==> src/inc/nesl_pkg.sv <==
// Package for the bridge error signature logger: error types, codes, flags, layouts.
// Assumes a single clock domain and an error event presented as one-cycle pulse.
package nesl_pkg;

  // ==========================================================================
  // Error type selectors (extended error code values)
  localparam logic [4:0] NESL_EXT_RESERVED  = 5'h00;
  localparam logic [4:0] NESL_EXT_CRC       = 5'h01;
  localparam logic [4:0] NESL_EXT_SYNC      = 5'h02;
  localparam logic [4:0] NESL_EXT_MST_ABORT = 5'h03;
  localparam logic [4:0] NESL_EXT_TGT_ABORT = 5'h04;
  localparam logic [4:0] NESL_EXT_GART      = 5'h05;
  localparam logic [4:0] NESL_EXT_RMW       = 5'h06;
  localparam logic [4:0] NESL_EXT_WDT       = 5'h07;
  localparam logic [4:0] NESL_EXT_DRAM_ECC  = 5'h08;
  localparam logic [4:0] NESL_EXT_LINK_DATA = 5'h0a;
  localparam logic [4:0] NESL_EXT_PROTOCOL  = 5'h0b;
  localparam logic [4:0] NESL_EXT_ARRAY     = 5'h0c;
  localparam logic [4:0] NESL_EXT_DRAM_PAR  = 5'h0d;
  localparam logic [4:0] NESL_EXT_RETRY     = 5'h0e;
  localparam logic [4:0] NESL_EXT_GART_TWD  = 5'h0f;
  localparam logic [4:0] NESL_EXT_CU_DATA   = 5'h19;
  localparam logic [4:0] NESL_EXT_L3_DATA   = 5'h1c;
  localparam logic [4:0] NESL_EXT_L3_TAG    = 5'h1d;
  localparam logic [4:0] NESL_EXT_L3_LRU    = 5'h1e;
  localparam logic [4:0] NESL_EXT_PF        = 5'h1f;

  // ==========================================================================
  // Protocol fault reasons
  localparam logic [4:0] NESL_PR_PROBE_RSP   = 5'h01;
  localparam logic [4:0] NESL_PR_TGT_DONE    = 5'h02;
  localparam logic [4:0] NESL_PR_TGT_START   = 5'h03;
  localparam logic [4:0] NESL_PR_CMD_OVF     = 5'h04;
  localparam logic [4:0] NESL_PR_DATA_OVF    = 5'h05;
  localparam logic [4:0] NESL_PR_RETRY_OVF   = 5'h06;
  localparam logic [4:0] NESL_PR_DATA_MID    = 5'h07;
  localparam logic [4:0] NESL_PR_ADDR_EXT    = 5'h08;
  localparam logic [4:0] NESL_PR_BAD_CMD     = 5'h0a;
  localparam logic [4:0] NESL_PR_CTL_DEASSRT = 5'h0b;
  localparam logic [2:0] NESL_PR_RSVD_HI     = 3'h3;   // 011xx reserved
  localparam logic [4:0] NESL_PR_L3_REQ_MULT = 5'h10;
  localparam logic [4:0] NESL_PR_L3_PRB_MULT = 5'h11;
  localparam logic [4:0] NESL_PR_L3_RQ_OVF   = 5'h12;
  localparam logic [4:0] NESL_PR_L3_WRVIC    = 5'h13;
  localparam logic [4:0] NESL_PR_L3_BASE     = 5'h10;

  // ==========================================================================
  // Register map and address layout
  localparam logic [11:0] NESL_BANK_ADDR_OFS = 12'h412;
  localparam int          NESL_LOC_LSB       = 1;
  localparam int          NESL_LOC_MSB       = 47;
  localparam int          NESL_PADDR_LSB     = 6;
  localparam int          NESL_REASON_MSB    = 5;

  // ==========================================================================
  typedef enum logic [1:0] {
    NESL_TG_NONE = 2'b00,
    NESL_TG_LINK = 2'b01,
    NESL_TG_DRAM = 2'b10,
    NESL_TG_L3   = 2'b11
  } nesl_group_type;

  typedef enum logic {
    NESL_AC_DETECT  = 1'b0,   // Class D
    NESL_AC_ENABLED = 1'b1    // Class E
  } nesl_action_type;

  typedef enum logic [1:0] {
    NESL_TC_GEN = 2'b00,
    NESL_TC_MEM = 2'b01,
    NESL_TC_IO  = 2'b10
  } nesl_tclass_type;

  // Event from the detecting units
  typedef struct packed {
    logic [4:0]  err_type;
    logic        from_link;        // Protocol error raised by a link
    logic        from_core;        // Request sourced from a core
    logic        coherent_link;    // Reporting unit faces a coherent link
    logic        multi_symbol;
    logic        multi_bit;
    logic        single_bit;
    logic        scrub;
    logic        addr_known;       // Protocol / watchdog address available
    logic [4:0]  reason;
    logic [3:0]  link;             // Link number or L3 way
    logic [1:0]  subcache;
    logic [3:0]  core_index;
    logic [15:0] syndrome;
    logic [47:1] phys_addr;
    logic [47:1] wdt_diag;
  } nesl_event_type;

  // Status image
  typedef struct packed {
    logic            uncorrected;
    logic            address_valid;
    logic            context_corrupt;
    logic            correctable;
    logic            uncorrectable;
    logic            scrub;
    logic            syndrome_valid;
    logic [15:0]     syndrome;
    logic [3:0]      link;
    logic [1:0]      subcache;
    logic [3:0]      core_index;
    logic [4:0]      ext_code;
    nesl_group_type  group;
    nesl_action_type action;
    nesl_tclass_type tclass;
  } nesl_status_type;

endpackage

==> src/rtl/nesl_logger.sv <==
// Bridge error signature logger top: encodes and captures one error per event.
// Assumes events arrive as one-cycle pulses in the clk domain; reads are registered
// selects of captured registers. Only the bank address register is addressed.
//
// Functional notes
// - Each error type maps to a thresholding group
// - Protocol errors count to link group only
// - Action class D for every type
// - Five-bit extended code logged per type
// - Abort target class reports attached link kind
// - Status flags per type as tabulated
// - DRAM ECC flags follow multi-symbol indication
// - L3 flags follow multi-bit and single-bit
// - Abort and GART corrupt flag equals core source
// - Link retries from either end logged, not uncorrected
// - L3 entries hold way and subcache number
// - Core index valid only when non-zero
// - Address bits 47:1 location, rest zero
// - Address undefined at cold reset, master gated
// - Protocol address with reason in bits 5:1
// - Watchdog format chosen by address valid
// - Other address-valid errors store physical address
// - Link protocol reason codes as listed
// - L3 protocol reason codes as listed
// - Invalid command code by retry mode; the logic passes 01010b through in either mode
// - Control deassert logged only without retry mode
// - Data-phase violations use their own codes
`timescale 1ns/1ns
module nesl_logger
  import nesl_pkg::*;
(
  input  wire logic            clk,
  input  wire logic            rst_n,
  // Error event
  input  wire logic            err_valid,
  input  wire nesl_event_type  err_event,
  input  wire logic            bank_enable,
  input  wire logic            retry_mode,
  input  wire logic            ctl_deassert_idle,
  input  wire logic            watchdog_address_log_mode,
  input  wire logic            report_to_master_core_enable,
  // Register access
  input  wire logic            reg_rd,
  input  wire logic            reg_wr,
  input  wire logic [11:0]     reg_addr,
  input  wire logic [63:0]     reg_wdata,
  input  wire logic            req_master_core,
  output nesl_status_type      status_out,
  output logic [63:0]          reg_rdata,
  output logic                 reg_denied,
  output logic                 retry_start,
  output logic                 threshold_link_inc,
  output logic                 threshold_dram_inc,
  output logic                 threshold_l3_inc,
  output logic                 error_action
);

  // ==========================================================================
  // Protocol reason resolution
  // A control deassert with retry mode on is not a protocol error; it starts a retry.
  wire ctl_retry     = ctl_deassert_idle && retry_mode;
  wire ctl_log       = ctl_deassert_idle && !retry_mode;
  wire is_prot       = err_valid && (err_event.err_type == NESL_EXT_PROTOCOL);
  wire rsvd_reason   = err_event.reason[4:2] == NESL_PR_RSVD_HI;
  // Reasons pass straight through: link codes, data-phase codes, invalid command
  // code 01010b (caller reports it under either retry condition) and L3 codes.
  wire prot_drop     = is_prot && (rsvd_reason ||
                       (err_event.reason == NESL_PR_CTL_DEASSRT && retry_mode));
  wire ev_ok         = err_valid && !prot_drop && err_event.err_type != NESL_EXT_RESERVED;
  // A coincident accepted error keeps its own log; the deassert is never merged into it
  wire ctl_only      = ctl_log && !ev_ok;
  wire [4:0] reason_w = ctl_only ? NESL_PR_CTL_DEASSRT : err_event.reason;
  wire take_event    = ev_ok || ctl_log;

  nesl_event_type ev_w;
  always_comb begin
    ev_w = err_event;
    // Watchdog address counts as valid only in the physical-address log mode
    if (err_event.err_type == NESL_EXT_WDT) begin
      ev_w.addr_known = err_event.addr_known && watchdog_address_log_mode;
    end
    if (ctl_only) begin
      ev_w          = '0;
      ev_w.err_type = NESL_EXT_PROTOCOL;
      ev_w.from_link = 1'b1;
      ev_w.link     = err_event.link;
    end
    ev_w.reason = reason_w;
  end

  // ==========================================================================
  // Encoders
  nesl_status_type st_w;
  logic [63:0]     addr_w;

  nesl_flag_encode u_flags (
    .ev (ev_w),
    .st (st_w)
  );

  nesl_addr_format u_addr (
    .err_type     (ev_w.err_type),
    .addr_valid   (st_w.address_valid),
    .wdt_log_mode (watchdog_address_log_mode),
    .reason       (ev_w.reason),
    .phys_addr    (ev_w.phys_addr),
    .wdt_diag     (ev_w.wdt_diag),
    .addr         (addr_w)
  );

  // ==========================================================================
  // Log registers
  // The address register has no defined cold value; only status is reset.
  nesl_status_type status_reg;
  logic [63:0]     addr_reg;
  logic            hw_write;

  wire sel_addr  = reg_addr == NESL_BANK_ADDR_OFS;
  wire allowed   = req_master_core || !report_to_master_core_enable;
  wire sw_write  = reg_wr && sel_addr && allowed;
  wire act_w     = (st_w.action == NESL_AC_DETECT) || bank_enable;

  assign hw_write = take_event;

  // Hardware capture wins over a simultaneous software write
  always_ff @(posedge clk) begin
    if (hw_write) begin
      addr_reg <= addr_w;
    end else if (sw_write) begin
      addr_reg <= {16'h0000, reg_wdata[NESL_LOC_MSB:NESL_LOC_LSB], 1'b0};
    end
  end

  always_ff @(posedge clk or negedge rst_n) begin
    if (!rst_n) begin
      status_reg <= '0;
    end else if (hw_write) begin
      status_reg <= st_w;
    end
  end

  // ==========================================================================
  // Event side outputs
  always_ff @(posedge clk or negedge rst_n) begin
    if (!rst_n) begin
      retry_start        <= 1'b0;
      threshold_link_inc <= 1'b0;
      threshold_dram_inc <= 1'b0;
      threshold_l3_inc   <= 1'b0;
      error_action       <= 1'b0;
    end else begin
      retry_start        <= ctl_retry;
      threshold_link_inc <= hw_write && st_w.group == NESL_TG_LINK;
      threshold_dram_inc <= hw_write && st_w.group == NESL_TG_DRAM;
      threshold_l3_inc   <= hw_write && st_w.group == NESL_TG_L3;
      error_action       <= hw_write && act_w;
    end
  end

  // ==========================================================================
  // Read port
  always_ff @(posedge clk or negedge rst_n) begin
    if (!rst_n) begin
      reg_rdata  <= '0;
      reg_denied <= 1'b0;
    end else begin
      reg_rdata  <= (reg_rd && sel_addr && allowed) ? addr_reg : '0;
      reg_denied <= (reg_rd || reg_wr) && sel_addr && !allowed;
    end
  end

  assign status_out = status_reg;

  // ==========================================================================
  // Checks
  property p_group_dram;
    @(posedge clk) disable iff (!rst_n)
      (take_event && ev_w.err_type == NESL_EXT_DRAM_ECC) |=> threshold_dram_inc;
  endproperty
  a_group_dram: assert property (p_group_dram) else $error("dram group miss");

  property p_prot_nolink;
    @(posedge clk) disable iff (!rst_n)
      (take_event && ev_w.err_type == NESL_EXT_PROTOCOL && !ev_w.from_link)
        |=> !threshold_link_inc;
  endproperty
  a_prot_nolink: assert property (p_prot_nolink) else $error("protocol counted");

  property p_code;
    @(posedge clk) disable iff (!rst_n)
      take_event |=> status_reg.ext_code == $past(ev_w.err_type);
  endproperty
  a_code: assert property (p_code) else $error("ext code wrong");

  property p_dram_flags;
    @(posedge clk) disable iff (!rst_n)
      (take_event && ev_w.err_type == NESL_EXT_DRAM_ECC)
        |=> status_reg.correctable == !status_reg.uncorrectable &&
            status_reg.uncorrected == status_reg.uncorrectable;
  endproperty
  a_dram_flags: assert property (p_dram_flags) else $error("dram flags");

  property p_retry_uc;
    @(posedge clk) disable iff (!rst_n)
      (take_event && ev_w.err_type == NESL_EXT_RETRY)
        |=> !status_reg.uncorrected && !status_reg.address_valid;
  endproperty
  a_retry_uc: assert property (p_retry_uc) else $error("retry marked uc");

  property p_addr_zero;
    @(posedge clk) disable iff (!rst_n)
      take_event |=> addr_reg[63:48] == 16'h0000 && !addr_reg[0];
  endproperty
  a_addr_zero: assert property (p_addr_zero) else $error("reserved addr bits");

  property p_prot_reason;
    @(posedge clk) disable iff (!rst_n)
      (take_event && ev_w.err_type == NESL_EXT_PROTOCOL)
        |=> addr_reg[5:1] == $past(ev_w.reason);
  endproperty
  a_prot_reason: assert property (p_prot_reason) else $error("reason lost");

  property p_ctl_retry;
    @(posedge clk) disable iff (!rst_n)
      (ctl_deassert_idle && retry_mode && !err_valid) |=> retry_start && !threshold_link_inc;
  endproperty
  a_ctl_retry: assert property (p_ctl_retry) else $error("retry not started");

  property p_abort_pcc;
    @(posedge clk) disable iff (!rst_n)
      (take_event && ev_w.err_type == NESL_EXT_MST_ABORT)
        |=> status_reg.context_corrupt == $past(ev_w.from_core);
  endproperty
  a_abort_pcc: assert property (p_abort_pcc) else $error("abort pcc");

endmodule

==> src/rtl/nesl_flag_encode.sv <==
// Combinational status flag encoder for one error event.
// Assumes the event fields are stable in the cycle they are presented.
`timescale 1ns/1ns
module nesl_flag_encode
  import nesl_pkg::*;
(
  input  wire nesl_event_type  ev,
  output nesl_status_type      st
);

  // ==========================================================================
  // Classification
  wire is_l3      = (ev.err_type == NESL_EXT_L3_DATA) || (ev.err_type == NESL_EXT_L3_TAG) ||
                    (ev.err_type == NESL_EXT_L3_LRU);
  wire is_pf      = (ev.err_type == NESL_EXT_PF);
  wire is_l3_ecc  = (ev.err_type == NESL_EXT_L3_DATA) || (ev.err_type == NESL_EXT_L3_TAG);
  wire is_dram    = (ev.err_type == NESL_EXT_DRAM_ECC);
  wire is_abort   = (ev.err_type == NESL_EXT_MST_ABORT) || (ev.err_type == NESL_EXT_TGT_ABORT);
  wire core_pcc   = is_abort || (ev.err_type == NESL_EXT_GART);
  wire no_addr    = (ev.err_type == NESL_EXT_CRC) || (ev.err_type == NESL_EXT_SYNC) ||
                    (ev.err_type == NESL_EXT_DRAM_PAR) || (ev.err_type == NESL_EXT_RETRY) ||
                    (ev.err_type == NESL_EXT_CU_DATA);
  wire addr_opt   = (ev.err_type == NESL_EXT_PROTOCOL) || (ev.err_type == NESL_EXT_WDT);
  wire no_uc      = (ev.err_type == NESL_EXT_RETRY) || (ev.err_type == NESL_EXT_L3_LRU) || is_pf;
  wire pcc_zero   = (ev.err_type == NESL_EXT_RMW) || (ev.err_type == NESL_EXT_LINK_DATA) ||
                    (ev.err_type == NESL_EXT_RETRY) || (ev.err_type == NESL_EXT_GART_TWD) ||
                    (ev.err_type == NESL_EXT_L3_LRU) || is_pf;
  wire uc_l3      = ev.multi_bit;

  wire uc_w   = is_dram ? ev.multi_symbol : (is_l3_ecc ? uc_l3 : !no_uc);
  wire pcc_w  = is_dram   ? (ev.multi_symbol && ev.from_core) :
                core_pcc  ? ev.from_core :
                is_l3_ecc ? uc_l3 :
                !pcc_zero;
  wire grp_l  = !(is_l3 || is_pf || is_dram || (ev.err_type == NESL_EXT_DRAM_PAR) ||
                  (ev.err_type == NESL_EXT_ARRAY) || (ev.err_type == NESL_EXT_CU_DATA) ||
                  (ev.err_type == NESL_EXT_PROTOCOL));
  wire syn_ok = is_dram || is_l3_ecc || is_pf;

  always_comb begin
    st                 = '0;
    st.ext_code        = ev.err_type;
    st.uncorrected     = uc_w;
    st.address_valid   = no_addr ? 1'b0 : (addr_opt ? ev.addr_known : 1'b1);
    st.context_corrupt = pcc_w;
    st.correctable     = is_dram ? !ev.multi_symbol :
                         (is_l3_ecc || is_pf) ? ev.single_bit : 1'b0;
    st.uncorrectable   = is_dram ? ev.multi_symbol :
                         (is_l3_ecc || is_pf) ? ev.multi_bit : 1'b0;
    st.scrub           = (is_dram || is_l3_ecc || is_pf) ? ev.scrub : 1'b0;
    st.syndrome_valid  = syn_ok;
    st.syndrome        = syn_ok ? ev.syndrome : '0;
    st.link            = ev.link;
    st.subcache        = (is_l3 || is_pf) ? ev.subcache : '0;
    st.core_index      = ev.core_index;
    // Thresholding group
    if (is_dram || ev.err_type == NESL_EXT_DRAM_PAR) begin
      st.group = NESL_TG_DRAM;
    end else if (is_l3 || is_pf) begin
      st.group = NESL_TG_L3;
    end else if (ev.err_type == NESL_EXT_PROTOCOL) begin
      st.group = ev.from_link ? NESL_TG_LINK : NESL_TG_NONE;
    end else if (grp_l) begin
      st.group = NESL_TG_LINK;
    end else begin
      st.group = NESL_TG_NONE;
    end
    st.action = NESL_AC_DETECT;
    if (is_abort) begin
      st.tclass = ev.coherent_link ? NESL_TC_MEM : NESL_TC_IO;
    end else if (is_dram) begin
      st.tclass = NESL_TC_MEM;
    end else if (ev.err_type == NESL_EXT_RMW) begin
      st.tclass = NESL_TC_IO;
    end else begin
      st.tclass = NESL_TC_GEN;
    end
  end

endmodule

==> src/rtl/nesl_addr_format.sv <==
// Combinational composer for the 64-bit bank error address.
// Assumes reason codes already resolved by the caller.
`timescale 1ns/1ns
module nesl_addr_format
  import nesl_pkg::*;
(
  input  wire logic [4:0]  err_type,
  input  wire logic        addr_valid,
  input  wire logic        wdt_log_mode,
  input  wire logic [4:0]  reason,
  input  wire logic [47:1] phys_addr,
  input  wire logic [47:1] wdt_diag,
  output logic      [63:0] addr
);

  logic [47:1] loc;

  always_comb begin
    loc = '0;
    if (err_type == NESL_EXT_PROTOCOL) begin
      if (addr_valid) begin
        loc[NESL_LOC_MSB:NESL_PADDR_LSB] = phys_addr[NESL_LOC_MSB:NESL_PADDR_LSB];
      end
      loc[NESL_REASON_MSB:NESL_LOC_LSB] = reason;
    end else if (err_type == NESL_EXT_WDT) begin
      // Mode bit and address valid together pick physical address over diagnostic
      loc = (addr_valid && wdt_log_mode) ? phys_addr : wdt_diag;
    end else if (addr_valid) begin
      loc = phys_addr;
    end
    addr = {16'h0000, loc, 1'b0};
  end

endmodule

==> config.mk <==
export PLATFORM = sky130hd
export DESIGN_NAME = nesl_logger
export DESIGN_NICKNAME = d
export VERILOG_FILES = /design/src/inc/nesl_pkg.sv /design/src/rtl/nesl_logger.sv /design/src/rtl/nesl_flag_encode.sv /design/src/rtl/nesl_addr_format.sv
export SDC_FILE = /design/constraint.sdc
export NUM_CORES = 1
export LEC_CHECK = 0
export BUFFER_PORTS_ARGS = -buffer_cell sky130_fd_sc_hd__buf_2
export CAP_MARGIN = 0
export CORE_MARGIN = 3
export CORE_UTILIZATION = 40
export CTS_CLUSTER_DIAMETER = 100
export DETAILED_ROUTE_END_ITERATION = 10
export PLACE_DENSITY = 0.77
export SLEW_MARGIN = 0
export SYNTH_ARGS = -nofsm -noshare
export SYNTH_HDL_FRONTEND = slang
export SYNTH_SLANG_ARGS = --single-unit
==> constraint.sdc <==
create_clock -name clk -period 2.4 [get_ports clk]
set_clock_uncertainty 0.1 [all_clocks]
set_input_delay 0.48 -clock clk [delete_from_list [all_inputs] [get_ports clk]]
set_output_delay 0.48 -clock clk [all_outputs]
set_load 0.005 [all_outputs]
==> results_dict.tcl, run 1 <==
set metrics [dict create \
    vias_per_cell 5.12 \
    root_buffer "clkbuf_16" \
    wl_met1_microns 7590 \
    coreArea_sq_um 16000 \
    crit_arrival_ns 1.96 \
    yosysTopAreaCell "dfrtp_1" \
    power_density_nw_per_um2 694 \
    clock_path_buffers 2 \
    synth_edf_count 47 \
    crit_family "compound AO/OA/AOI/OAI gates" \
    drt_first_pass_iters 6 \
    drive_gt1_share_pct 44.7 \
    grt_usage_pct 21.2 \
    ys_top_cells_by_area "dfrtp_1, edfxtp_1, and2_1" \
    dp_hpwl_microns 14400 \
    grt_pass1_wl_microns 29500 \
    cp.required_ns 2.45 \
    clkTransAtPathRegs_ns 0.06 \
    leakage_uw 0.00443 \
    hold_path.class "in -> reg" \
    fin_crit_ns 1.90 \
    die_y_microns 134 \
    maxSlewViolCount 0 \
    worst_setup_path_end_kind "register" \
    die_w_microns 134 \
    fin_setup_tns_ns 0 \
    synth_seq_cells 142 \
    cts_inserted_buffers 17 \
    power_uw 6240 \
    wl_per_cell_microns 17.6 \
    worstSetupPathType "in -> reg" \
    worstPathCellList "buf_2 -> nand2b_1 -> o22ai_1 -> a211oi_4 -> buf_12 -> a221oi_1 -> nor2_1" \
    rows 46 \
    routed_wirelength_microns 19500 \
    setup_viol 0 \
    cts_max_level 4 \
    run_status "completed" \
    worst_slew_pin_slew_ns 0.539 \
    rsz0062_at_grt "no" \
    dr_wl_met3_microns 1440 \
    final-hold-violation-count 0 \
    antenna_found_initial 4 \
    holdBufCountCts 1 \
    startpoint_type "input pin" \
    portBuffers 301 \
    met2_length_microns 10000 \
    insertion_delay_ns 0.41 \
    fin_crit_sh_pct 79.3 \
    tritoncts "done" \
    slowest_stage "a221oi_1" \
    ant_nets 0 \
    drv_cap 0 \
    clock_sinks 142 \
    num_vias 5670 \
    maxUsedRoutingLayer "met5" \
    netlist.area_leader.share_pct 36.2 \
    synthCells 574 \
    syn_area_sq_um 6570 \
    cp_max_fo 33 \
    synth-main-ff-cell "dfrtp_1" \
    syn_to_final_growth_pct 36.7 \
    ctsResizeCount 0 \
    grt_max_degree 68 \
    grt_pass1_vias 5554 \
    yosys_warnings 0 \
    io_pins 338 \
    overflow 0 \
    remaining_drc_errors 0 \
    synth.distinct_cells 63 \
    ir_drop_v 0.000467 \
    async_reset_ff_share_pct 66.9 \
    dieArea_sq_um 18000 \
    postSynthAreaPerCell_sq_um 11.4 \
    worst-path-buf-inv 2 \
    layout.nets 1101 \
    drtIter0Drc 201 \
    post_cts.repair.setup_buffers 0 \
    yosysSeqAreaShare_pct 57.7 \
    initial_core_util_pct 41.1 \
    place.gp.congestion 0.790 \
    max_stage_delay_ns 0.36 \
    fmax_mhz 526 \
    maxSlewHeadroom_pct 63.6 \
]
## kinds of logic (layout without fill, tap and decap cells)
family          count (synthesis)  in the layout  synth area share, %
flops                         142            142                 57.7
other cells                     1             20               0.0571
simple gates                  190            190                 15.3
buf+inv                        70            368                 6.15
xor+xnor                        2              2                0.267
compound gates                163            163                 19.6
mux                             6              6                0.990
## tightest hold or removal path: stages
cell and delay, ns:
buf_2 0.07, nand2_1 0.04, nand2_1 0.04
## cell usage in the layout (no fill, tap or decap), drive strengths merged, types with 3 or more instances in the layout
cell type  synthesis  final
a211oi             3      3
a21o               3      3
a21oi             52     52
a221oi            45     45
a2bb2oi            4      4
a31oi              4      4
a32o              18     18
and2              51     51
buf               46    330
bufinv             0      3
clkbuf            19     18
clkinv             0      4
conb               1     18
dfrtp             95     95
edfxtp            47     47
inv                5     11
mux2               4      4
nand2             32     32
nand2b             5      5
nand3             22     22
nor2              53     53
nor2b              4      4
nor3               7      7
o21ai             19     19
o22ai              3      3
## metrics by stage
step                      cell area (sq um)  std cells  util, %  hold slack, ns  setup WS, ns
final                                  8980       1107     56.1           0.149         0.497
after global routing                   8980       1107     56.1           0.144         0.417
after CTS                              8980       1105     56.1           0.133         0.495
after detailed placement               8360       1072     52.2           0.333        0.0496
after global placement                 8360       1072     52.2           0.330         0.111
after floorplan                        6640        591        -          0.0844        0.0394
## cell type report
| class | count | area [sq um] |
|---|---|---|
| Multi-Input combinational cell | 379 | 2460 |
| Clock buffer | 18 | 429 |
| Timing Repair Buffer | 331 | 1820 |
| Fill cell | 1439 | 7020 |
| Sequential cell | 142 | 3790 |
| Antenna cell | 2 | 5.00 |
| Clock inverter | 14 | 183 |
| Tap cell | 216 | 270 |
| Inverter | 5 | 18.8 |
## report_power, final
group,internal [uW],total (uW),leakage [uW],switching [uW]
Sequential,2690,2730,0.00174,41.6
Clock,1660,2730,0.000300,1070
Combinational,350,775,0.00239,425
Total,4700,6240,0.00443,1530
## synthesized netlist by cell type, types with 5 or more instances
master / n
a21oi_1: 52
a221oi_1: 35
a221oi_2: 10
a32o_1: 18
and2_1: 51
buf_2: 17
buf_4: 26
clkbuf_1: 19
dfrtp_1: 95
edfxtp_1: 47
inv_1: 5
nand2_1: 31
nand2b_1: 5
nand3_1: 22
nor2_1: 51
nor3_1: 5
o21ai_0: 17
## routing by layer
metal | vias up | track usage, %
li1 | 2682 | -
met1 | 2709 | 24.5
met2 | 240 | 37.1
met3 | 35 | 6.68
met4 | 4 | 7.98
met5 | - | 0
## final timing paths
kind | from | endpoint | slack (ns) | cells after the start
worst max-delay path | err_event[135] | addr_reg[47] | 0.50 | 7
worst min-delay path | err_event[110] | status_out[10] | 0.15 | 3
worst max register to register | status_out[42] | status_out[42] | 1.51 | 2
worst min register to register | addr_reg[17] | reg_rdata[17] | 0.35 | 1
max in group asynchronous | rst_n | status_out[41] | 1.05 | 3
min in group asynchronous | rst_n | reg_rdata[13] | 0.46 | 2
(Power assumes the default switching activity.)
==> run 2: changes to the inputs <==
- PLACE_DENSITY: 0.77 -> 0.8
- clock period: 2.4 -> 1.6 ns (I/O delays scaled with it)
==> results_dict.tcl, run 2 (synthesis gave the netlist of run 1 again) <==
set metrics [dict create \
    cp_max_fo 32 \
    p_comb_share_pct 15.3 \
    rows 46 \
    dieArea_sq_um 18000 \
    wl_per_cell_microns 17.9 \
    reg2regPathDepth 2 \
    cts_max_level 4 \
    place.gp.congestion 0.839 \
    worst_setup_path_end_kind "register" \
    post-route-util_pct 60.9 \
    num_vias 5867 \
    leakage_uw 0.00477 \
    remaining_drc_errors 0 \
    cp.required_ns 1.66 \
    clock_sinks 142 \
    drive_gt1_share_pct 52.0 \
    crit_arrival_ns 1.62 \
    pwr-share-seq_pct 44.7 \
    initial_core_util_pct 41.1 \
    grt_pass1_vias 6010 \
    dp_hpwl_microns 15500 \
    antenna_found_initial 0 \
    die_y_microns 134 \
    rsz0062_at_grt "yes" \
    drtIter0Drc 233 \
    reg2reg_slack_ns 0.74 \
    hold_end "status_out[13]" \
    power_density_nw_per_um2 943 \
    ant_nets 0 \
    power_switching_uw 2350 \
    antenna_cells 0 \
    setup_viol 0 \
    r2r_end "status_out[40]" \
    routed_wirelength_microns 20600 \
    layout.nets 1149 \
    min_path_cells 3 \
    maxSlewViolCount 0 \
    root_buffer "clkbuf_16" \
    clkTransAtPathRegs_ns 0.06 \
    fmax_mhz 642 \
    hp-start "err_event[113]" \
    final_cell_mix "buf_2, dfrtp_1, buf_4" \
    fin_crit_ns 1.56 \
    worst_slew_pin_slew_ns 0.534 \
    pwr-share-clk_pct 40.0 \
    internal-power_uw 6850 \
    cts_inserted_buffers 17 \
    drt_first_pass_iters 5 \
    vias_per_cell 5.09 \
    grt_max_degree 96 \
    ir_drop_v 0.000693 \
    portBuffers 301 \
    drv_cap 0 \
    fin_crit_sh_pct 97.3 \
    syn_to_final_growth_pct 48.4 \
    hold_path.class "in -> reg" \
    coreArea_sq_um 16000 \
    power_switching_share_pct 25.5 \
    startpoint_type "input pin" \
    r2r-start "status_out[40]" \
    fin_area_sq_um 9750 \
    final-hold-violation-count 0 \
    die_w_microns 134 \
    run_status "completed" \
    insertion_delay_ns 0.41 \
    overflow 0 \
    clock_path_buffers 2 \
    worstSetupPathType "in -> reg" \
    io_pins 338 \
    grt_pass1_wl_microns 31300 \
    layout_commonest_cell "buf_2" \
    maxSlewHeadroom_pct 64.4 \
    tritoncts "done" \
    place_area_sq_um 9140 \
    grt_usage_pct 22.3 \
]
==> run 2: timing repair <==
| action | 4_1_cts | 5_1_grt |
|---|---|---|
| pin swaps | 1 | 2 |
| hold buffers | 3 | 0 |
| buffers inserted | 0 | 1 |
| gates resized for setup | 3 | 4 |
| endpoints found under the hold margin | 97 | 0 |
| setup endpoints to repair | 27 | 27 |
==> run 2: layout make-up <==
cell class / instances / area [sq um]
repair buffers: 379 / 2320
well taps: 216 / 270
multi-input cells: 379 / 2810
clock buffers: 18 / 429
fillers: 1330 / 6250
inverters: 5 / 21.3
flip-flops and latches: 142 / 3790
clock inverters: 13 / 116
==> run 2: worst max path at each step <==
stage | slack (ns) | from | endpoint
floorplan | -0.49 | reg_addr[0] | addr_reg[10]
global placement | -0.42 | err_event[135] | addr_reg[46]
detailed placement | -0.48 | err_event[136] | addr_reg[37]
CTS | 0.03 | err_event[134] | addr_reg[45]
global route | -0.009 | err_event[135] | addr_reg[17]
finish | 0.04 | err_event[135] | addr_reg[10]
==> run 2: metrics by stage <==
stage | std cells | power (uW) | TNS, ns | hold slack, ns | worst slack (ns)
after global routing | 1152 | 9560 | -0.0396 | 0.00730 | -0.00917
final | 1152 | 9190 | 0 | 0.0160 | 0.0429
after CTS | 1151 | 9260 | 0 | 0.00223 | 0.0282
after floorplan | 591 | 4900 | -35.41 | -0.0756 | -0.489
after global placement | 1117 | 5530 | -56.53 | 0.316 | -0.422
after detailed placement | 1117 | 5570 | -61.54 | 0.323 | -0.482
==> run 2: power groups by stage <==
stage               Combinational [uW]  Sequential [uW]  Clock (uW)
global placement                  1370             4160           0
CTS                               1410             4110        3740
floorplan                          735             4170           0
detailed placement                1400             4170           0
finish                            1410             4110        3680
global route                      1540             4130        3890
==> run 2: layer usage <==
layer,vias up,share of wire [%],GRT usage (%)
li1,2771,-,-
met1,2812,39,26.6
met2,252,52,38.8
met3,32,6.9,5.63
met4,0,2.3,8.94
met5,-,0,0
==> run 2: critical path, cell delays in order <==
cell and delay [ns]:
buf_4 0.17, xor2_4 0.20, nor3_4 0.27, a211oi_4 0.10
buf_12 0.20, a221oi_2 0.27, nor2_1 0.07
==> run 3: changes to the inputs <==
- ABC_AREA: not set -> 1
- PLACE_DENSITY: 0.8 -> 0.77
==> results_dict.tcl, run 3 <==
set metrics [dict create \
    run_status "finished, violations left" \
    violations "setup timing" \
    routed_wirelength_microns 28600 \
    die_y_microns 147 \
    worstSetupPathType "in -> reg" \
    insertion_delay_ns 0.42 \
    coreArea_sq_um 19100 \
    dp.cells 1624 \
    fin_crit_sh_pct 119 \
    portBuffers 301 \
    cts_inserted_buffers 17 \
    seqCellArea_sq_um 3790 \
    reg2reg_slack_ns 0.77 \
    startpoint_type "input pin" \
    clkTransAtPathRegs_ns 0.06 \
    overflow 0 \
    drive_gt1_share_pct 42.1 \
    cts_max_level 4 \
    layout_commonest_cell "buf_2" \
    rsz0062_at_grt "yes" \
    pwr-share-clk_pct 38.6 \
    synth_seq_cells 142 \
    yosysMostFrequentCell "nand2_1" \
    vias_per_cell 5.14 \
    yosysSeqAreaShare_pct 47.6 \
    ant_nets 0 \
    fmax_mhz 524 \
    rows 50 \
    dieArea_sq_um 21600 \
    internal-power_uw 7260 \
    power_switching_share_pct 29.0 \
    initial_core_util_pct 41.6 \
    grt_pass1_vias 8024 \
    wl_per_cell_microns 16.9 \
    yosysTopAreaCell "dfrtp_1" \
    grt_max_degree 48 \
    clock_sinks 142 \
    synthCells 1050 \
    cp_max_fo 15 \
    ys_top_cells_by_area "dfrtp_1, edfxtp_1, nand2_1" \
    tritoncts "done" \
    power_switching_uw 2960 \
    critPathLaunch "err_event[135]" \
    io_pins 338 \
    final_cells 1690 \
    crit_family "simple AND/OR/NAND/NOR gates" \
    grt_pass1_wl_microns 42600 \
    slowest_stage "clkbuf_16" \
    ir_drop_v 0.000710 \
    fin_crit_ns 1.91 \
    dp_hpwl_microns 19700 \
    worst-path-buf-inv 4 \
    worstPathCellList "buf_8 -> clkinv_4 -> nand2_2 -> nor2_2 -> nand3_2 -> nand2_4 -> nand2_8 -> buf_6 -> nand2_4 -> nand3_2 -> nand2_2 -> nand2_4 -> nand3_4 -> clkbuf_16 -> nand2_1 -> nand3_1 -> a21oi_1" \
    holdWs_ns 0.0153 \
    hp-start "err_event[116]" \
    antenna_found_initial 6 \
    crit_arrival_ns 1.99 \
    final_cell_mix "buf_2, nand2_1, inv_1" \
    synth-main-ff-cell "dfrtp_1" \
    netlist.area_leader.share_pct 29.9 \
    syn_to_final_growth_pct 48.9 \
    max_stage_delay_ns 0.22 \
    fillers 1668 \
    netlist_top_cells_count "nand2_1, inv_1, nor2_1" \
    drt_first_pass_iters 6 \
    place.gp.congestion 0.914 \
    drv_cap 0 \
    power_density_nw_per_um2 863 \
    crit_path_frequent_cell "nand2_4" \
    multi_input_area_sq_um 3820 \
    pwr-share-seq_pct 40.6 \
    p_comb_share_pct 20.8 \
    layout.nets 1637 \
    cp.required_ns 1.68 \
    hold_path.class "in -> reg" \
    root_buffer "clkbuf_16" \
    final-hold-violation-count 0 \
    setup_viol 66 \
    r2r-start "status_out[10]" \
    maxSlewViolCount 0 \
    synth.distinct_cells 31 \
    grt_usage_pct 24.7 \
    drtIter0Drc 581 \
    syn_area_sq_um 7960 \
    postSynthAreaPerCell_sq_um 7.58 \
    power_uw 10200 \
    clock_path_buffers 2 \
    synth_edf_count 47 \
    setup_slack_ns -0.309 \
    die_w_microns 147 \
    remaining_drc_errors 0 \
    leakage_uw 0.00658 \
    yosys_warnings 0 \
    num_vias 8680 \
    worst_setup_path_end_kind "register" \
    async_reset_ff_share_pct 66.9 \
]
[run 3: path summary, 6_finish.rpt]
| path | to | cells past startpoint |
|---|---|---|
| min in group asynchronous | threshold_dram_inc | 2 |
| max in group asynchronous | reg_rdata[37] | 3 |
| min reg2reg | reg_rdata[44] | 2 |
| max reg2reg | status_out[10] | 1 |
| min | status_out[16] | 3 |
| max | addr_reg[21] | 17 |
[run 3: cells by family after synthesis]
logic type | share of synthesized area [%]
flops | 47.6
other cells | 0.0471
buf+inv | 13.1
simple gates | 32.0
compound gates | 7.20
[run 3: final cells by class]
cell class / count / area share, %
multi-input cells: 692 / 32.2
flip-flops and latches: 142 / 32.0
repair buffers: 414 / 23.3
inverters: 145 / 4.82
clock buffers: 23 / 4.31
well taps: 260 / 2.74
clock inverters: 9 / 0.560
diodes: 5 / 0.106
[run 3: power groups by stage]
stage | clock (uW) | sequential, uW | combinational, uW
global placement | 0 | 4210 | 1750
global route | 4160 | 4180 | 2330
finish | 3950 | 4150 | 2120
CTS | 3980 | 4150 | 1910
detailed placement | 0 | 4220 | 1790
floorplan | 0 | 4210 | 987
[run 3: what timing repair did]
item	4_1_cts	5_1_grt
cloned	2	3
endpoints found under the hold margin	99	0
endpoints found under the setup margin	124	133
hold buffers	5	0
gates resized for setup	52	129
pin swaps	8	19
setup buffers	12	9
[run 3: per-stage QoR]
stage / worst slack [ns] / cell area (sq um) / util (%) / TNS, ns
floorplan: -0.391 / 8180 / - / -32.11
global placement: -0.664 / 10300 / 53.9 / -70.90
detailed placement: -0.722 / 10300 / 53.9 / -77.81
CTS: -0.238 / 11300 / 58.9 / -10.11
global route: -0.408 / 11900 / 61.9 / -19.60
finish: -0.309 / 11900 / 61.9 / -13.22
[run 3: per-layer routing]
layer | global-route usage [%] | routed length [microns]
met4 | 9.88 | 910
met1 | 31.9 | 11400
met5 | 0 | 13
met2 | 41.3 | 14100
met3 | 4.35 | 2210
